[config.mk]
export PLATFORM = sky130hd
export DESIGN_NAME = nax_exec
export DESIGN_NICKNAME = d
export VERILOG_FILES = /design/src/logic/nax_pkg.sv /design/src/logic/nax_exec.sv /design/src/logic/nax_alu.sv
export VERILOG_INCLUDE_DIRS = /design/src /design/src/logic
export SDC_FILE = /design/constraint.sdc
export NUM_CORES = 1
export LEC_CHECK = 0
export ABC_AREA = 0
export BUFFER_PORTS_ARGS = -buffer_cell sky130_fd_sc_hd__buf_2
export CAP_MARGIN = 30
export CORE_ASPECT_RATIO = 0.9
export CORE_MARGIN = 2
export CORE_UTILIZATION = 30
export CTS_CLUSTER_SIZE = 20
export DETAILED_ROUTE_END_ITERATION = 12
export GPL_TIMING_DRIVEN = 0
export PLACE_DENSITY = 0.47
export SYNTH_ARGS = -nofsm -noshare
export SYNTH_HDL_FRONTEND = slang
export SYNTH_SLANG_ARGS = --single-unit
[constraint.sdc]
create_clock -name core_clk -period 6 [get_ports core_clk]
set_input_delay 0.9 -clock core_clk [delete_from_list [all_inputs] [get_ports core_clk]]
set_output_delay 0.9 -clock core_clk [all_outputs]
set_load 0.005 [all_outputs]
[src/logic/nax_consts.svh]
// Constants of the nibble arithmetic execution datapath.
// Assumes inclusion by bare name from every file that needs a figure.
`ifndef NAX_CONSTS_SVH
`define NAX_CONSTS_SVH

// Datapath and data-memory address widths
`define NAX_DATA_W 4
`define NAX_ADDR_W 9

// Reset values
`define NAX_ACC_RST 4'h0
`define NAX_CARRY_RST 1'b0
`define NAX_PTR_RST 9'h000

// Flag transfer bit positions
`define NAX_FLAG_CARRY_POS 3
`define NAX_FLAG_ZERO_POS 2

// Operand constants
`define NAX_ONE 4'h1
`define NAX_MINUS_ONE 4'hF

`endif

[src/logic/nax_pkg.sv]
// Types shared by the nibble arithmetic execution datapath.
// Assumes the decoder presents one command at a time with a valid strobe.
package nax_pkg;

   typedef enum logic [2:0] {
      NAX_OP_INC = 3'b000,
      NAX_OP_DEC = 3'b001,
      NAX_OP_ADD = 3'b010,
      NAX_OP_ADC = 3'b011,
      NAX_OP_SUB = 3'b100,
      NAX_OP_SBC = 3'b101,
      NAX_OP_ADN = 3'b110,
      NAX_OP_FLG = 3'b111
   } nax_op_e;

   typedef enum logic [1:0] {
      NAX_ST_IDLE = 2'b00,
      NAX_ST_READ = 2'b01,
      NAX_ST_EXEC = 2'b10,
      NAX_ST_WRITE = 2'b11
   } nax_state_e;

   typedef struct packed {
      nax_op_e op;
      logic indirect;
      logic store_back;
      logic post_inc;
   } nax_cmd_s;

endpackage

[src/logic/nax_exec.sv]
// Arithmetic execution datapath: accumulator, carry, index pointer and RAM sequencing.
// Assumes a data RAM with registered read (one cycle latency) on the same clock.
//
// Summary of operation
// RULE_01 - Direct increment: memory nibble plus one to memory and accumulator.
// RULE_02 - Indirect increment: pointed nibble plus one to memory and accumulator.
// RULE_03 - Direct decrement: memory nibble minus one to memory and accumulator.
// RULE_04 - Indirect decrement: pointed nibble minus one to memory and accumulator.
// RULE_05 - Increment, decrement, add, add-carry, subtract, subtract-borrow update carry.
// RULE_06 - Post-increment variants advance the pointer after using its old value.
// RULE_07 - Direct add-carry: memory plus accumulator plus carry into accumulator.
// RULE_08 - Indirect add-carry: pointed nibble plus accumulator plus carry.
// RULE_09 - Direct subtract-borrow: memory plus inverted accumulator plus carry.
// RULE_10 - Indirect subtract-borrow: pointed nibble plus inverted accumulator plus carry.
// RULE_11 - Direct subtract: memory plus inverted accumulator plus one.
// RULE_12 - Indirect subtract: pointed nibble plus inverted accumulator plus one.
// RULE_13 - Indirect add: pointed nibble plus accumulator, carry updated.
// RULE_14 - Carryless add: sum into accumulator, carry unchanged.
// RULE_15 - Store-back variants write result to memory and accumulator.
// RULE_16 - Variants without store-back leave memory untouched.
// RULE_17 - Indirect forms address memory through the index pointer.
// RULE_18 - Flag transfer: carry in bit 3, accumulator-zero in bit 2.
// RULE_19 - Four-bit modulo arithmetic; carry is carry-out or no-borrow.
// RULE_20 - Pointer wraps within RAM range; write uses the pre-increment address.
`timescale 1ns/1ps
`include "nax_consts.svh"

module nax_exec #(
   parameter int ADDR_W = `NAX_ADDR_W
) (
   input wire logic core_clk,
   input wire logic rstn,
   input wire logic op_valid,
   input wire nax_pkg::nax_cmd_s op_cmd,
   input wire logic [ADDR_W-1:0] op_addr,
   output logic op_ready,
   output logic op_done,
   input wire logic ptr_load,
   input wire logic [ADDR_W-1:0] ptr_load_value,
   output logic [ADDR_W-1:0] index_pointer,
   output logic [`NAX_DATA_W-1:0] accumulator_nibble,
   output logic carry_bit,
   output logic [ADDR_W-1:0] ram_addr,
   output logic ram_rd_en,
   output logic ram_wr_en,
   output logic [`NAX_DATA_W-1:0] ram_wdata,
   input wire logic [`NAX_DATA_W-1:0] ram_rdata
);

   // Increment, decrement and flag transfer always write memory
   function automatic logic needs_store(input nax_pkg::nax_cmd_s cmd);
      needs_store = cmd.store_back
         || (cmd.op == nax_pkg::NAX_OP_INC)
         || (cmd.op == nax_pkg::NAX_OP_DEC)
         || (cmd.op == nax_pkg::NAX_OP_FLG);
   endfunction

   // Pointer advance only applies to indirect forms
   function automatic logic needs_advance(input nax_pkg::nax_cmd_s cmd);
      needs_advance = cmd.indirect && cmd.post_inc;
   endfunction

   nax_pkg::nax_state_e state;
   nax_pkg::nax_state_e next_state;
   nax_pkg::nax_cmd_s cur_cmd;
   logic accept;
   logic [`NAX_DATA_W-1:0] alu_result;
   logic alu_carry;
   logic alu_carry_we;

   assign accept = op_valid && op_ready;

   nax_alu u_alu (
      .op(cur_cmd.op),
      .mem_val(ram_rdata),
      .acc_val(accumulator_nibble),
      .carry_in(carry_bit),
      .result(alu_result),
      .carry_out(alu_carry),
      .carry_we(alu_carry_we)
   );

   // Sequencer
   always_comb begin
      next_state = state;
      case (state)
         nax_pkg::NAX_ST_IDLE: begin
            if (accept) begin
               next_state = nax_pkg::NAX_ST_READ;
            end
         end
         nax_pkg::NAX_ST_READ: next_state = nax_pkg::NAX_ST_EXEC;
         nax_pkg::NAX_ST_EXEC: next_state = nax_pkg::NAX_ST_WRITE;
         nax_pkg::NAX_ST_WRITE: next_state = nax_pkg::NAX_ST_IDLE;
         default: next_state = nax_pkg::NAX_ST_IDLE;
      endcase
   end

   always_ff @(posedge core_clk) begin
      if (!rstn) begin
         state <= nax_pkg::NAX_ST_IDLE;
      end else begin
         state <= next_state;
      end
   end

   // Command capture
   always_ff @(posedge core_clk) begin
      if (!rstn) begin
         cur_cmd <= '0;
      end else if (accept) begin
         cur_cmd <= op_cmd;
      end
   end

   // Handshake outputs
   always_ff @(posedge core_clk) begin
      if (!rstn) begin
         op_ready <= 1'b0;
         op_done <= 1'b0;
      end else begin
         op_ready <= (next_state == nax_pkg::NAX_ST_IDLE);
         op_done <= (state == nax_pkg::NAX_ST_EXEC);
      end
   end

   // Operand address is held from the read to the write-back
   always_ff @(posedge core_clk) begin
      if (!rstn) begin
         ram_addr <= '0;
         ram_rd_en <= 1'b0;
      end else begin
         ram_rd_en <= accept;
         if (accept) begin
            ram_addr <= op_cmd.indirect ? index_pointer : op_addr; // [RULE_17] [RULE_20]
         end
      end
   end

   // Result write-back to memory
   always_ff @(posedge core_clk) begin
      if (!rstn) begin
         ram_wr_en <= 1'b0;
         ram_wdata <= '0;
      end else begin
         ram_wr_en <= (state == nax_pkg::NAX_ST_EXEC) && needs_store(cur_cmd); // [RULE_15] [RULE_16]
         if (state == nax_pkg::NAX_ST_EXEC) begin
            ram_wdata <= alu_result; // [RULE_01] [RULE_02] [RULE_03] [RULE_04] [RULE_15]
         end
      end
   end

   // Accumulator
   always_ff @(posedge core_clk) begin
      if (!rstn) begin
         accumulator_nibble <= `NAX_ACC_RST;
      end else if (state == nax_pkg::NAX_ST_EXEC) begin
         accumulator_nibble <= alu_result; // [RULE_07] [RULE_08] [RULE_09] [RULE_10] [RULE_18]
      end
   end

   // Carry flag
   always_ff @(posedge core_clk) begin
      if (!rstn) begin
         carry_bit <= `NAX_CARRY_RST;
      end else if ((state == nax_pkg::NAX_ST_EXEC) && alu_carry_we) begin
         carry_bit <= alu_carry; // [RULE_05] [RULE_13] [RULE_14] [RULE_19]
      end
   end

   // Index pointer: load while idle, advance after the operation
   always_ff @(posedge core_clk) begin
      if (!rstn) begin
         index_pointer <= `NAX_PTR_RST;
      end else if ((state == nax_pkg::NAX_ST_EXEC) && needs_advance(cur_cmd)) begin
         index_pointer <= index_pointer + ADDR_W'(1); // [RULE_06] [RULE_20]
      end else if ((state == nax_pkg::NAX_ST_IDLE) && ptr_load && !op_valid) begin
         index_pointer <= ptr_load_value;
      end
   end

   // Checks
   logic [ADDR_W-1:0] chk_old_ptr;
   always_ff @(posedge core_clk) begin
      if (!rstn) begin
         chk_old_ptr <= '0;
      end else if (accept) begin
         chk_old_ptr <= index_pointer;
      end
   end

   chk_operand_addr: assert property (@(posedge core_clk) disable iff (!rstn) // [RULE_17]
      accept |=> ram_rd_en
         && (ram_addr == ($past(op_cmd.indirect) ? $past(index_pointer) : $past(op_addr))))
      else $error("operand address does not match addressing mode");

   chk_write_addr: assert property (@(posedge core_clk) disable iff (!rstn) // [RULE_20]
      $rose(ram_rd_en) |-> ##2 (ram_addr == $past(ram_addr, 2)))
      else $error("write-back address moved after the read");

   chk_no_store: assert property (@(posedge core_clk) disable iff (!rstn) // [RULE_16]
      (accept && !needs_store(op_cmd)) |-> ##3 !ram_wr_en)
      else $error("memory written by a variant without store-back");

   chk_store_data: assert property (@(posedge core_clk) disable iff (!rstn) // [RULE_15]
      (accept && needs_store(op_cmd)) |-> ##3 (ram_wr_en && op_done
         && (ram_wdata == accumulator_nibble)))
      else $error("store-back missing or differs from accumulator");

   chk_inc_value: assert property (@(posedge core_clk) disable iff (!rstn) // [RULE_01] [RULE_02]
      ((state == nax_pkg::NAX_ST_EXEC) && (cur_cmd.op == nax_pkg::NAX_OP_INC))
      |=> (accumulator_nibble == 4'($past(ram_rdata) + 4'h1))
         && (carry_bit == ($past(ram_rdata) == 4'hF)))
      else $error("increment result or carry wrong");

   chk_dec_value: assert property (@(posedge core_clk) disable iff (!rstn) // [RULE_03] [RULE_04]
      ((state == nax_pkg::NAX_ST_EXEC) && (cur_cmd.op == nax_pkg::NAX_OP_DEC))
      |=> (accumulator_nibble == 4'($past(ram_rdata) - 4'h1))
         && (carry_bit == ($past(ram_rdata) != 4'h0)))
      else $error("decrement result or carry wrong");

   chk_sub_value: assert property (@(posedge core_clk) disable iff (!rstn) // [RULE_11] [RULE_12]
      ((state == nax_pkg::NAX_ST_EXEC) && (cur_cmd.op == nax_pkg::NAX_OP_SUB))
      |=> (accumulator_nibble == 4'($past(ram_rdata) - $past(accumulator_nibble)))
         && (carry_bit == ($past(ram_rdata) >= $past(accumulator_nibble))))
      else $error("subtract result or no-borrow carry wrong");

   chk_adc_value: assert property (@(posedge core_clk) disable iff (!rstn) // [RULE_07] [RULE_08]
      ((state == nax_pkg::NAX_ST_EXEC) && (cur_cmd.op == nax_pkg::NAX_OP_ADC))
      |=> ({carry_bit, accumulator_nibble} == 5'({1'b0, $past(ram_rdata)}
         + {1'b0, $past(accumulator_nibble)} + {4'h0, $past(carry_bit)})))
      else $error("add-with-carry result wrong");

   chk_adn_carry: assert property (@(posedge core_clk) disable iff (!rstn) // [RULE_14]
      ((state == nax_pkg::NAX_ST_EXEC) && (cur_cmd.op == nax_pkg::NAX_OP_ADN))
      |=> $stable(carry_bit))
      else $error("carryless add changed the carry");

   chk_flag_bits: assert property (@(posedge core_clk) disable iff (!rstn) // [RULE_18]
      ((state == nax_pkg::NAX_ST_EXEC) && (cur_cmd.op == nax_pkg::NAX_OP_FLG))
      |=> (accumulator_nibble == {$past(carry_bit), ($past(accumulator_nibble) == 4'h0), 2'b00}))
      else $error("flag transfer bits wrong");

   chk_ptr_advance: assert property (@(posedge core_clk) disable iff (!rstn) // [RULE_06]
      (accept && needs_advance(op_cmd)) |-> ##3
         (index_pointer == chk_old_ptr + ADDR_W'(1)) && (ram_addr == chk_old_ptr))
      else $error("pointer not advanced after using the old value");

   chk_sbc_value: assert property (@(posedge core_clk) disable iff (!rstn) // [RULE_09] [RULE_10]
      ((state == nax_pkg::NAX_ST_EXEC) && (cur_cmd.op == nax_pkg::NAX_OP_SBC))
      |=> ({carry_bit, accumulator_nibble} == 5'({1'b0, $past(ram_rdata)}
         + {1'b0, ~$past(accumulator_nibble)} + {4'h0, $past(carry_bit)})))
      else $error("subtract-with-borrow result wrong");

   chk_add_value: assert property (@(posedge core_clk) disable iff (!rstn) // [RULE_13]
      ((state == nax_pkg::NAX_ST_EXEC) && (cur_cmd.op == nax_pkg::NAX_OP_ADD))
      |=> ({carry_bit, accumulator_nibble} == 5'({1'b0, $past(ram_rdata)}
         + {1'b0, $past(accumulator_nibble)})))
      else $error("add result or carry wrong");

   chk_adn_value: assert property (@(posedge core_clk) disable iff (!rstn) // [RULE_14]
      ((state == nax_pkg::NAX_ST_EXEC) && (cur_cmd.op == nax_pkg::NAX_OP_ADN))
      |=> (accumulator_nibble == 4'($past(ram_rdata) + $past(accumulator_nibble))))
      else $error("carryless add result wrong");

   chk_flag_carry: assert property (@(posedge core_clk) disable iff (!rstn) // [RULE_05]
      ((state == nax_pkg::NAX_ST_EXEC) && (cur_cmd.op == nax_pkg::NAX_OP_FLG))
      |=> $stable(carry_bit))
      else $error("flag transfer changed the carry");

   chk_carry_steady: assert property (@(posedge core_clk) disable iff (!rstn) // [RULE_05]
      (state != nax_pkg::NAX_ST_EXEC) |=> $stable(carry_bit))
      else $error("carry changed outside execution");

   chk_acc_steady: assert property (@(posedge core_clk) disable iff (!rstn) // [RULE_16]
      (state != nax_pkg::NAX_ST_EXEC) |=> $stable(accumulator_nibble))
      else $error("accumulator changed outside execution");

   chk_wr_window: assert property (@(posedge core_clk) disable iff (!rstn) // [RULE_16]
      ram_wr_en |-> (state == nax_pkg::NAX_ST_WRITE))
      else $error("memory write outside the write-back cycle");

   chk_rd_pulse: assert property (@(posedge core_clk) disable iff (!rstn) // [RULE_17]
      ram_rd_en |=> !ram_rd_en)
      else $error("read strobe longer than one cycle");

   chk_wr_pulse: assert property (@(posedge core_clk) disable iff (!rstn) // [RULE_15]
      ram_wr_en |=> !ram_wr_en)
      else $error("write strobe longer than one cycle");

   chk_done_pulse: assert property (@(posedge core_clk) disable iff (!rstn) // [RULE_15]
      op_done |=> !op_done && op_ready)
      else $error("done not a single pulse followed by ready");

   chk_ready_gap: assert property (@(posedge core_clk) disable iff (!rstn) // [RULE_06]
      accept |=> !op_ready ##1 !op_ready ##1 !op_ready ##1 op_ready)
      else $error("ready not low for exactly three cycles");

   chk_done_delay: assert property (@(posedge core_clk) disable iff (!rstn) // [RULE_06]
      accept |-> ##3 op_done)
      else $error("done not three cycles after the command");

   chk_ptr_steady: assert property (@(posedge core_clk) disable iff (!rstn) // [RULE_06]
      ((state != nax_pkg::NAX_ST_IDLE)
         && !((state == nax_pkg::NAX_ST_EXEC) && needs_advance(cur_cmd)))
      |=> $stable(index_pointer))
      else $error("pointer moved without a post-increment");

   chk_ptr_load: assert property (@(posedge core_clk) disable iff (!rstn) // [RULE_17]
      ((state == nax_pkg::NAX_ST_IDLE) && ptr_load && !op_valid)
      |=> (index_pointer == $past(ptr_load_value)))
      else $error("pointer load not taken while idle");

   chk_ptr_refuse: assert property (@(posedge core_clk) disable iff (!rstn) // [RULE_17]
      ((state == nax_pkg::NAX_ST_IDLE) && ptr_load && op_valid)
      |=> $stable(index_pointer))
      else $error("pointer load taken together with a command");

   chk_ptr_wrap: assert property (@(posedge core_clk) disable iff (!rstn) // [RULE_20]
      ((state == nax_pkg::NAX_ST_EXEC) && needs_advance(cur_cmd) && (&index_pointer))
      |=> (index_pointer == '0))
      else $error("pointer did not wrap to zero");

   chk_addr_steady: assert property (@(posedge core_clk) disable iff (!rstn) // [RULE_20]
      (state != nax_pkg::NAX_ST_IDLE) |=> $stable(ram_addr))
      else $error("operand address moved during an operation");

   chk_cmd_steady: assert property (@(posedge core_clk) disable iff (!rstn) // [RULE_17]
      (state != nax_pkg::NAX_ST_IDLE) |=> $stable(cur_cmd))
      else $error("command changed during an operation");

   chk_pre_inc_write: assert property (@(posedge core_clk) disable iff (!rstn) // [RULE_20]
      (ram_wr_en && needs_advance(cur_cmd)) |-> (ram_addr == chk_old_ptr))
      else $error("write-back not at the pre-increment address");

   chk_flag_store: assert property (@(posedge core_clk) disable iff (!rstn) // [RULE_18]
      ((state == nax_pkg::NAX_ST_EXEC) && (cur_cmd.op == nax_pkg::NAX_OP_FLG))
      |=> ram_wr_en)
      else $error("flag transfer not written to memory");

   chk_step_store: assert property (@(posedge core_clk) disable iff (!rstn) // [RULE_01] [RULE_03]
      ((state == nax_pkg::NAX_ST_EXEC) && ((cur_cmd.op == nax_pkg::NAX_OP_INC)
         || (cur_cmd.op == nax_pkg::NAX_OP_DEC)))
      |=> ram_wr_en)
      else $error("increment or decrement not written to memory");

endmodule

[src/logic/nax_alu.sv]
// Combinational nibble adder for all arithmetic variants.
// Assumes operands are stable while the caller samples the result.
`timescale 1ns/1ps
`include "nax_consts.svh"

module nax_alu (
   input wire nax_pkg::nax_op_e op,
   input wire logic [`NAX_DATA_W-1:0] mem_val,
   input wire logic [`NAX_DATA_W-1:0] acc_val,
   input wire logic carry_in,
   output logic [`NAX_DATA_W-1:0] result,
   output logic carry_out,
   output logic carry_we
);

   logic [`NAX_DATA_W:0] sum;

   always_comb begin
      sum = '0;
      carry_we = 1'b1;
      case (op)
         nax_pkg::NAX_OP_INC: sum = {1'b0, mem_val} + {1'b0, `NAX_ONE};
         nax_pkg::NAX_OP_DEC: sum = {1'b0, mem_val} + {1'b0, `NAX_MINUS_ONE};
         nax_pkg::NAX_OP_ADD: sum = {1'b0, mem_val} + {1'b0, acc_val}; // [RULE_13]
         nax_pkg::NAX_OP_ADC: sum = {1'b0, mem_val} + {1'b0, acc_val} + {4'h0, carry_in};
         nax_pkg::NAX_OP_SUB: sum = {1'b0, mem_val} + {1'b0, ~acc_val} + 5'h01;
         nax_pkg::NAX_OP_SBC: sum = {1'b0, mem_val} + {1'b0, ~acc_val} + {4'h0, carry_in};
         nax_pkg::NAX_OP_ADN: begin
            sum = {1'b0, mem_val} + {1'b0, acc_val};
            carry_we = 1'b0; // [RULE_14]
         end
         nax_pkg::NAX_OP_FLG: begin
            sum = '0;
            sum[`NAX_FLAG_CARRY_POS] = carry_in;
            sum[`NAX_FLAG_ZERO_POS] = (acc_val == 4'h0);
            carry_we = 1'b0;
         end
         default: sum = '0;
      endcase
      result = sum[`NAX_DATA_W-1:0]; // [RULE_11] [RULE_12]
      carry_out = sum[`NAX_DATA_W]; // [RULE_19]
   end

endmodule

==> results of run 1 <==
-- sequential cells by signal, summed over array words and instances (netlist names) --
register and count:
cur_cmd 6, op_ready 1, ram_rd_en 1, ram_addr 9, ram_wr_en 1, op_done 1, index_pointer 9, accumulator_nibble 4
carry_bit 1, state 2
-- critical path, delay by kind of cell --
kind	cells	cell delay [ns]
buffers and inverters	4	0.29
AND/OR/NAND/NOR	2	0.20
multiplexers	3	0.80
adder cells (fa/ha/maj)	3	0.95
-- worst max-delay path by stage --
stage / start / cells after the start / to / slack (ns)
6_report: ram_rdata[0] / 12 / accumulator_nibble[1] / 3.04
5_1_grt: ram_rdata[0] / 13 / accumulator_nibble[1] / 2.91
4_1_cts: ram_rdata[0] / 13 / accumulator_nibble[1] / 3.04
3_5_place_dp: ram_rdata[0] / 13 / accumulator_nibble[1] / 2.75
3_3_place_gp: ram_rdata[0] / 13 / accumulator_nibble[1] / 2.76
2_1_floorplan: ram_rdata[0] / 11 / accumulator_nibble[1] / 3.06
-- synthesized netlist by cell type (8+ instances only) --
cell / number / area (um2)
nand2_1: 38 / 143
dfxtp_1: 35 / 701
inv_1: 14 / 52.6
nor2b_1: 14 / 87.6
a221oi_1: 9 / 78.8
clkbuf_1: 14 / 52.6
ha_1: 16 / 200
o21ai_0: 13 / 65.1
a21boi_0: 8 / 60.1
nor2_1: 12 / 45.0
nor3_1: 9 / 45.0
o211a_1: 11 / 110
mux2i_1: 12 / 120
-- where the power goes --
group          total, mW  internal, mW  switching, mW
sequential         0.314         0.275         0.0390
combinational      0.375         0.175          0.201
clock              0.164        0.0815         0.0827
-- through the flow --
| stage | setup WS (ns) | cell area, um2 |
|---|---|---|
| 4_1_cts | 3.04 | 2950 |
| 6_report | 3.04 | 2950 |
| 3_3_place_gp | 2.76 | 2870 |
| 3_5_place_dp | 2.75 | 2870 |
| 5_1_grt | 2.91 | 2950 |
| 2_1_floorplan | 3.06 | 2440 |
-- cell type report --
class | count | share of cell area (%)
buffer | 21 | 3.81
clock buffer | 7 | 2.58
clock inverter | 1 | 0.169
inverter | 14 | 1.78
multi-input combinational | 219 | 53.4
sequential | 35 | 23.7
tap | 99 | 4.19
timing repair buffer | 61 | 10.3
-- logic make-up (layout without fill, tap and decap cells) --
family | Yosys count | in the layout
simple gates | 109 | 109
compound gates | 66 | 66
buf+inv | 35 | 104
mux | 14 | 14
xor+xnor | 12 | 12
flops | 35 | 35
fa+ha+maj | 18 | 18
-- layer usage --
layer	routed length (um)	GRT usage (%)
met5	0	0
met4	46	2.62
met3	302	2.79
met2	2850	21.6
met1	3720	23.9
==> results.sh, run 1 <==
export IMPL_die_h_um=89.6
export IMPL_ys_seq_area_share_pct=28.7
export IMPL_fp_dieW_um=99.1
export IMPL_hpwlAfterDp_um=5390
export IMPL_io_pins=63
export IMPL_cts_resized=0
export IMPL_arrival_ns=3.14
export IMPL_power_leakage_nw=1.43
export IMPL_min_delay_start="cur_cmd[1]"
export IMPL_synth_cell_types=46
export IMPL_cts_htree_levels=2
export IMPL_track_usage_pct=15.2
export IMPL_worst_pin_slew_ns=0.699
export IMPL_die_area_um2=8880
export IMPL_instances_no_fill=457
export IMPL_initial_core_util_pct=30.6
export IMPL_synth_simple_area_share_pct=23.3
export IMPL_max_freq_mhz=338
export IMPL_synth_area_per_cell_um2=8.45
export IMPL_numPortBuffers=61
export IMPL_p_total_mw=0.853
export IMPL_tritoncts="done"
export IMPL_grt_max_degree=11
export IMPL_antenna_cells=0
export IMPL_slowest_delay_ns=0.47
export IMPL_hold_depth=2
export IMPL_reg2reg_to="accumulator_nibble[1]"
export IMPL_fin_crit_sh_pct=49.3
export IMPL_period_needed_ns=2.96
export IMPL_cp_required_ns=6.18
export IMPL_core_um2=7990
export IMPL_post_route_util_pct=37.0
export IMPL_cts_root_buf="clkbuf_8"
export IMPL_muxShareOfSynthArea_pct=6.45
export IMPL_mostFrequentLayoutCells="buf_2 (61), nand2_1 (38), dfxtp_1 (35), clkbuf_1 (16), ha_1 (16)"
export IMPL_synth_top_family_by_area="simple AND/OR/NAND/NOR gates"
export IMPL_rsz0062_at_grt="no"
export IMPL_peakVddDrop_v=0.000120
export IMPL_regArea_um2=701
export IMPL_grt_pass1_vias=2003
export IMPL_drt_iter0_drc=137
export IMPL_cts_sinks=35
export IMPL_core_rowCount=31
export IMPL_synth_xor_area_share_pct=4.30
export IMPL_max_cap_violations=0
export IMPL_multi_input_area_um2=1580
export IMPL_critPathLaunchType="input pin"
export IMPL_synth_compound_area_share_pct=20.6
export IMPL_globalplace_congestion=0.865
export IMPL_criticalPathCategory="in -> reg"
export IMPL_syn_instance_count=289
export IMPL_crit_path_max_fanout=4
export IMPL_antenna_found_initial=0
export IMPL_routed_via_count=2233
export IMPL_hold_class="reg -> reg"
export IMPL_finClkSkew_ns=0.00370
export IMPL_cts_inserted_buffers=5
export IMPL_synth_async_reset_ratio_pct=0
export IMPL_syn2layout_area_growth_pct=20.9
export IMPL_yosys_warnings=0
export IMPL_crit_slowest_cell="fa_1"
export IMPL_layout_commonest_cell="buf_2"
export IMPL_wl_per_cell_um=15.2
export IMPL_synthAdderAreaFrac_pct=9.84
export IMPL_dp_cells=449
export IMPL_synth_enable_flop_cells=0
export IMPL_nets=407
export IMPL_clk_pin_slew_ns=0.07
export IMPL_clock_latency_ns=0.28
export IMPL_drc=0
export IMPL_worst_hold_slack_ns=0.474
export IMPL_antenna_left=0
export IMPL_max_slew_margin_pct=53.4
export IMPL_yosys_register_bits=35
export IMPL_powerDensity_nw_per_um2=289
export IMPL_drt_wl_total_um=6920
export IMPL_outcome="complete, no violations"
export IMPL_regToRegSetupSlack_ns=3.30
export IMPL_reg2regPathDepth=12
export IMPL_post_cts_repair_setup_buffers=0
export IMPL_synth_flop_cell="dfxtp_1"
export IMPL_cts_buffer_depth=2
export IMPL_hold_viol_final=0
export IMPL_setup_viol=0
export IMPL_synth_area_um2=2440
export IMPL_synth_nets=339
export IMPL_worst_setup_path_end_kind="flop"
export IMPL_layout_drive_gt1_share_pct=23.2
export IMPL_reg2reg_from="accumulator_nibble[0]"
export IMPL_crit_path_frequent_cell="inv_1"
export IMPL_crit_chain="buf_2, ha_1, inv_1, fa_1, inv_1, mux2i_1, inv_1, ha_1, nor2b_1, mux4_2, mux2i_1, nor2b_1"
export IMPL_drt_first_pass_iters=4
export IMPL_grt_pass1_wl_um=10700
export IMPL_n_fill_cell=869
export IMPL_grt_overflow=0
export IMPL_setup_tns_ns=0
export IMPL_viasPerCell=4.89
export IMPL_hold_end="cur_cmd[1]"
export IMPL_ctsHoldBuffers=0
export IMPL_slew_viol_final=0
Power figures use the tool's default switching activity.
==> run 2: changes to the inputs <==
--- a/config.mk
+++ b/config.mk
@@ -15,7 +15,7 @@
 export CTS_CLUSTER_SIZE = 20
 export DETAILED_ROUTE_END_ITERATION = 12
 export GPL_TIMING_DRIVEN = 0
-export PLACE_DENSITY = 0.47
+export PLACE_DENSITY = 0.49
 export SYNTH_ARGS = -nofsm -noshare
 export SYNTH_HDL_FRONTEND = slang
 export SYNTH_SLANG_ARGS = --single-unit
==> constraint.sdc (replaced) <==
create_clock -name core_clk -period 2.7 [get_ports core_clk]
set_input_delay 0.405 -clock core_clk [delete_from_list [all_inputs] [get_ports core_clk]]
set_output_delay 0.405 -clock core_clk [all_outputs]
set_load 0.005 [all_outputs]
==> run 2 against run 1 <==
First-iteration DRC count down 18%. Clock skew up 0.0011 ns. Sequential share of layout area down 0.34 points. Combinational power up 120%. Register-to-register slack worse by 3.2 ns. Wire length down 1.7%. Die area unchanged. Sequential power up 120%. Via count up 1.8%. Highest routed layer unchanged.
==> results.sh, run 2 (same netlist as run 1, synthesis figures left out) <==
export IMPL_outcome="complete, no violations"
export IMPL_hpwlAfterDp_um=5280
export IMPL_wirelength_met1_um=3570
export IMPL_crit_path_max_fanout=5
export IMPL_core_um2=7990
export IMPL_crit_path_frequent_cell="inv_1"
export IMPL_cp_required_ns=2.88
export IMPL_peakVddDrop_v=0.000301
export IMPL_syn2layout_area_growth_pct=23.5
export IMPL_drt_iter0_drc=112
export IMPL_worst_pin_slew_ns=0.694
export IMPL_grt_pass1_wl_um=10500
export IMPL_powerDensity_nw_per_um2=676
export IMPL_cts_sinks=35
export IMPL_final_cell_area_um2=3020
export IMPL_core_rowCount=31
export IMPL_hold_end="cur_cmd[4]"
export IMPL_grt_pass1_vias=1968
export IMPL_criticalPathCategory="reg -> reg"
export IMPL_n_fill_cell=869
export IMPL_antenna_left=0
export IMPL_hold_viol_final=0
export IMPL_mostFrequentLayoutCells="buf_2 (61), nand2_1 (38), dfxtp_1 (33)"
export IMPL_power_leakage_nw=1.45
export IMPL_p_sw_share_pct=35.8
export IMPL_wl_met2_um=2880
export IMPL_grt_max_degree=12
export IMPL_dp_cells=449
export IMPL_layout_commonest_cell="buf_2"
export IMPL_grt_overflow=0
export IMPL_hold_depth=3
export IMPL_p_clk_share_pct=24.2
export IMPL_max_freq_mhz=388
export IMPL_pwr_share_seq_pct=34.6
export IMPL_numPortBuffers=61
export IMPL_highest_layer="met4"
export IMPL_layout_drive_gt1_share_pct=25.4
export IMPL_antenna_cells=0
export IMPL_routed_via_count=2274
export IMPL_arrival_ns=2.75
export IMPL_postPlaceCellArea_um2=2870
export IMPL_die_h_um=89.6
export IMPL_rsz0062_at_grt="no"
export IMPL_nets=407
export IMPL_initial_core_util_pct=30.6
export IMPL_slew_viol_final=0
export IMPL_fin_crit_sh_pct=95.4
export IMPL_post_route_util_pct=37.8
export IMPL_regArea_um2=706
export IMPL_track_usage_pct=14.9
export IMPL_drt_first_pass_iters=4
export IMPL_switchingPower_mw=0.730
export IMPL_antenna_found_initial=0
export IMPL_instances_no_fill=457
export IMPL_regToRegSetupSlack_ns=0.13
export IMPL_cts_buffer_depth=2
export IMPL_clock_latency_ns=0.29
export IMPL_worst_setup_path_end_kind="flop"
export IMPL_wl_per_cell_um=14.9
export IMPL_die_area_um2=8880
export IMPL_fp_dieW_um=99.1
export IMPL_critPathLaunchType="flop"
export IMPL_drt_wl_total_um=6810
export IMPL_min_delay_start="op_cmd[4]"
export IMPL_hold_class="in -> reg"
export IMPL_crit_slowest_cell="fa_1"
export IMPL_slowest_delay_ns=0.47
export IMPL_viasPerCell=4.98
export IMPL_multi_input_area_um2=1600
export IMPL_power_frac_comb_pct=41.2
export IMPL_max_slew_margin_pct=53.7
export IMPL_cts_inserted_buffers=5
export IMPL_worst_hold_slack_ns=0.368
export IMPL_finClkSkew_ns=0.00482
export IMPL_cts_htree_levels=2
export IMPL_tritoncts="done"
export IMPL_crit_chain="inv_4, ha_2, inv_1, fa_1, inv_1, mux2i_1, inv_1, ha_4, nor2b_1, mux4_2, mux2i_1, nor2b_1"
export IMPL_met3_length_um=335
export IMPL_reg2reg_from="accumulator_nibble[0]"
export IMPL_globalplace_congestion=0.866
export IMPL_post_cts_repair_setup_buffers=0
export IMPL_reg_largest_list="index_pointer: 9 flops, ram_addr: 9 flops, cur_cmd: 6 flops"
export IMPL_dp_slack_ns=-0.0532
export IMPL_period_needed_ns=2.57
export IMPL_clk_pin_slew_ns=0.07
export IMPL_setup_viol=0
export IMPL_reg2regPathDepth=12
export IMPL_max_cap_violations=0
export IMPL_setup_ws_ns=0.125
export IMPL_p_int_mw=1.31
export IMPL_reg2reg_to="accumulator_nibble[1]"
export IMPL_io_pins=63
export IMPL_drc=0
export IMPL_cts_root_buf="clkbuf_8"
run 2: cell types whose count changed in the layout (fill, tap and decap cells not counted), sizes merged:
cell,previous run,this run
clkbuf,21,20
bufinv,0,1
run 2: layout make-up:
cell class	count	share of cell area, %
plain buffers	21	3.73
repair buffers	61	10.1
inverters	14	1.82
well taps	99	4.11
flip-flops and latches	35	23.4
clock inverters	2	1.16
multi-input cells	219	52.9
clock buffers	6	2.74
run 2: repair_timing:
action	in CTS	in global routing
endpoints found under the setup margin	1	2
resized for setup	1	7
cloned	0	0
hold buffers	0	0
run 2: worst max-delay path by stage:
stage,end,slack [ns],cells after the start,from
3_5_place_dp,accumulator_nibble[1],-0.05,13,ram_rdata[0]
4_1_cts,accumulator_nibble[1],0.03,12,accumulator_nibble[0]
6_report,accumulator_nibble[1],0.13,12,accumulator_nibble[0]
2_1_floorplan,accumulator_nibble[1],0.24,12,accumulator_nibble[0]
3_3_place_gp,accumulator_nibble[1],-0.03,13,ram_rdata[0]
5_1_grt,accumulator_nibble[1],0.002,13,accumulator_nibble[0]
run 2: power groups by stage:
stage	Clock (mW)	Sequential, mW	Combinational [mW]
after floorplan	0	0.695	0.572
after global placement	0	0.712	0.828
after detailed placement	0	0.714	0.825
after CTS	0.504	0.704	0.830
after global routing	0.528	0.726	0.944
final	0.494	0.705	0.839
run 2: layer usage:
layer	track usage (%)	up-vias
met4	1.87	0
li1	-	1164
met3	2.71	2
met5	0	-
met2	21.3	48
met1	23.6	1060
run 2: worst max-delay path: cells and delay by family (launching register included):
family / cells / cell delay [ns]
fa+ha+maj: 3 / 0.88
buf+inv: 4 / 0.26
flops: 1 / 0.37
mux: 3 / 0.77
simple gates: 2 / 0.19
run 2: stage by stage:
step	power [mW]	TNS, ns
2_1_floorplan	1.27	0
3_3_place_gp	1.54	-0.0320
3_5_place_dp	1.54	-0.0532
4_1_cts	2.04	0
5_1_grt	2.20	0
6_report	2.04	0
==> run 3: changes to the inputs <==
--- a/config.mk
+++ b/config.mk
@@ -14,7 +14,6 @@
 export CORE_UTILIZATION = 30
 export CTS_CLUSTER_SIZE = 20
 export DETAILED_ROUTE_END_ITERATION = 12
-export GPL_TIMING_DRIVEN = 0
 export PLACE_DENSITY = 0.49
 export SYNTH_ARGS = -nofsm -noshare
 export SYNTH_HDL_FRONTEND = slang
==> run 3 against run 2 <==
Global-route usage about the same. Critical path depth unchanged. First-iteration DRC count up 42%. Wire length down 3.3%. Sequential power down 1%. Clock power down 25%. Core utilization down 1.1 points. Combinational power down 1%. Largest cell class unchanged. Highest routed layer unchanged.
==> results.sh, run 3 (same netlist as run 1, synthesis figures left out) <==
export IMPL_path_buf_inv=4
export IMPL_crit_path_max_fanout=5
export IMPL_cts_buffer_depth=2
export IMPL_drt_wl_total_um=6580
export IMPL_cts_htree_levels=2
export IMPL_setup_tns_ns=0
export IMPL_layout_drive_gt1_share_pct=25.9
export IMPL_max_freq_mhz=383
export IMPL_crit_chain="inv_2, ha_4, inv_1, fa_1, inv_1, mux2i_1, inv_1, ha_1, nor2b_1, mux4_2, mux2i_1, nor2b_1"
export IMPL_routed_via_count=2219
export IMPL_die_area_um2=8880
export IMPL_die_h_um=89.6
export IMPL_reg_largest_list="index_pointer: 9 flops, ram_addr: 9 flops, cur_cmd: 6 flops"
export IMPL_grt_busiest_layer="met1"
export IMPL_tritoncts="done"
export IMPL_slew_viol_final=0
export IMPL_critPathLaunchType="flop"
export IMPL_setup_viol=0
export IMPL_arrival_ns=2.79
export IMPL_clock_latency_ns=0.29
export IMPL_syn2layout_area_growth_pct=20.0
export IMPL_grt_max_degree=34
export IMPL_powerDensity_nw_per_um2=647
export IMPL_grt_pass1_vias=2033
export IMPL_max_slew_margin_pct=44.9
export IMPL_grt_use_met3_pct=3.17
export IMPL_max_cap_violations=0
export IMPL_drt_first_pass_iters=5
export IMPL_gr_usage_met1_pct=23.2
export IMPL_worst_pin_slew_ns=0.826
export IMPL_cts_sinks=35
export IMPL_power_leakage_nw=1.42
export IMPL_worst_setup_path_end_kind="flop"
export IMPL_slowest_delay_ns=0.48
export IMPL_use_met2_pct=20.4
export IMPL_outcome="complete, no violations"
export IMPL_numPortBuffers=62
export IMPL_grt_pass1_wl_um=10500
export IMPL_globalplace_congestion=0.806
export IMPL_p_int_mw=1.19
export IMPL_p_sw_share_pct=37.4
export IMPL_antenna_found_initial=0
export IMPL_mostFrequentLayoutCells="buf_2 (62), nand2_1 (38), dfxtp_1 (33), ha_1 (15), nor2b_1 (14)"
export IMPL_peakVddDrop_v=0.000238
export IMPL_criticalPathCategory="reg -> reg"
export IMPL_reg2reg_to="accumulator_nibble[1]"
export IMPL_grt_overflow=0
export IMPL_hold_viol_final=0
export IMPL_fp_dieW_um=99.1
export IMPL_track_usage_pct=14.9
export IMPL_drt_iter0_drc=159
export IMPL_hold_depth=3
export IMPL_min_delay_start="op_cmd[5]"
export IMPL_clk_pin_slew_ns=0.07
export IMPL_initial_core_util_pct=30.6
export IMPL_io_pins=63
export IMPL_cts_inserted_buffers=5
export IMPL_antenna_cells=0
export IMPL_reg2regPathDepth=12
export IMPL_switchingPower_mw=0.709
export IMPL_core_rowCount=31
export IMPL_hpwlAfterDp_um=5020
export IMPL_viasPerCell=4.98
export IMPL_power_frac_comb_pct=43.9
export IMPL_antenna_left=0
export IMPL_wl_per_cell_um=14.8
export IMPL_hold_end="cur_cmd[5]"
export IMPL_cts_root_buf="clkbuf_8"
export IMPL_pwr_share_seq_pct=36.7
export IMPL_crit_slowest_cell="fa_1"
export IMPL_rsz0062_at_grt="no"
export IMPL_nets=396
export IMPL_critPathTopFamily="adder cells"
export IMPL_fin_crit_sh_pct=96.7
export IMPL_reg2reg_from="accumulator_nibble[0]"
export IMPL_regToRegSetupSlack_ns=0.09
export IMPL_crit_path_frequent_cell="inv_1"
export IMPL_core_um2=7990
export IMPL_p_clk_share_pct=19.4
export IMPL_post_route_util_pct=36.7
export IMPL_period_needed_ns=2.61
export IMPL_drc=0
export IMPL_layout_commonest_cell="buf_2"
export IMPL_finClkSkew_ns=0.00753
export IMPL_hold_class="in -> reg"
export IMPL_cp_required_ns=2.88
==> run 3: changes by cell type in the layout (fill, tap and decap cells not counted), sizes merged <==
cell,delta
buf,+3
bufinv,-1
clkbuf,-13
==> run 3: metrics by stage <==
step           setup slack, ns  power (mW)  instances  hold WS [ns]  cell area, um2
5_1_grt                0.00907        2.06        446         0.380            2930
3_5_place_dp           -0.0470        1.52        437         0.460            2820
2_1_floorplan            0.237        1.27        289         0.444            2440
4_1_cts                 0.0101        1.90        445         0.357            2910
6_report                0.0898        1.90        446         0.369            2930
3_3_place_gp            0.0269        1.52        437         0.453            2820
==> run 3: tightest hold or removal path, delay by kind of cell <==
family,cells,cell delay [ns]
simple gates,1,0.04
buf+inv,1,0.10
compound gates,1,0.06
==> run 3: final cells by class <==
cell class	count	area, um2
clock buffer	7	76.3
clock inverter	1	5.00
fill	847	5060
inverter	14	52.6
multi-input combinational	219	1590
sequential	35	706
tap	99	124
timing repair buffer	71	378
==> run 3: per-layer routing <==
| metal | vias to the layer above | routed length (um) |
|---|---|---|
| met5 | - | 0 |
| met4 | 0 | 16 |
| li1 | 1143 | - |
| met1 | 1023 | 3490 |
| met2 | 51 | 2810 |
| met3 | 2 | 264 |
==> run 3: timing repair <==
action	4_1_cts	5_1_grt
hold buffers	0	0
setup buffers	0	1
gates resized for setup	0	6
endpoints found under the setup margin	0	2
==> run 3: worst max path at each step <==
| stage | startpoint | endpoint | slack, ns | cells past startpoint |
|---|---|---|---|---|
| 2_1_floorplan | accumulator_nibble[0] | accumulator_nibble[1] | 0.24 | 12 |
| 3_3_place_gp | ram_rdata[0] | accumulator_nibble[1] | 0.03 | 12 |
| 3_5_place_dp | ram_rdata[0] | accumulator_nibble[1] | -0.05 | 12 |
| 4_1_cts | accumulator_nibble[0] | accumulator_nibble[1] | 0.01 | 12 |
| 5_1_grt | accumulator_nibble[0] | accumulator_nibble[1] | 0.009 | 12 |
| 6_report | accumulator_nibble[0] | accumulator_nibble[1] | 0.09 | 12 |
==> run 3: power groups by stage <==
stage / Clock, mW / Sequential [mW] / Combinational [mW]
2_1_floorplan: 0 / 0.695 / 0.572
3_3_place_gp: 0 / 0.702 / 0.814
3_5_place_dp: 0 / 0.706 / 0.813
4_1_cts: 0.386 / 0.694 / 0.818
5_1_grt: 0.407 / 0.715 / 0.941
6_report: 0.369 / 0.695 / 0.831
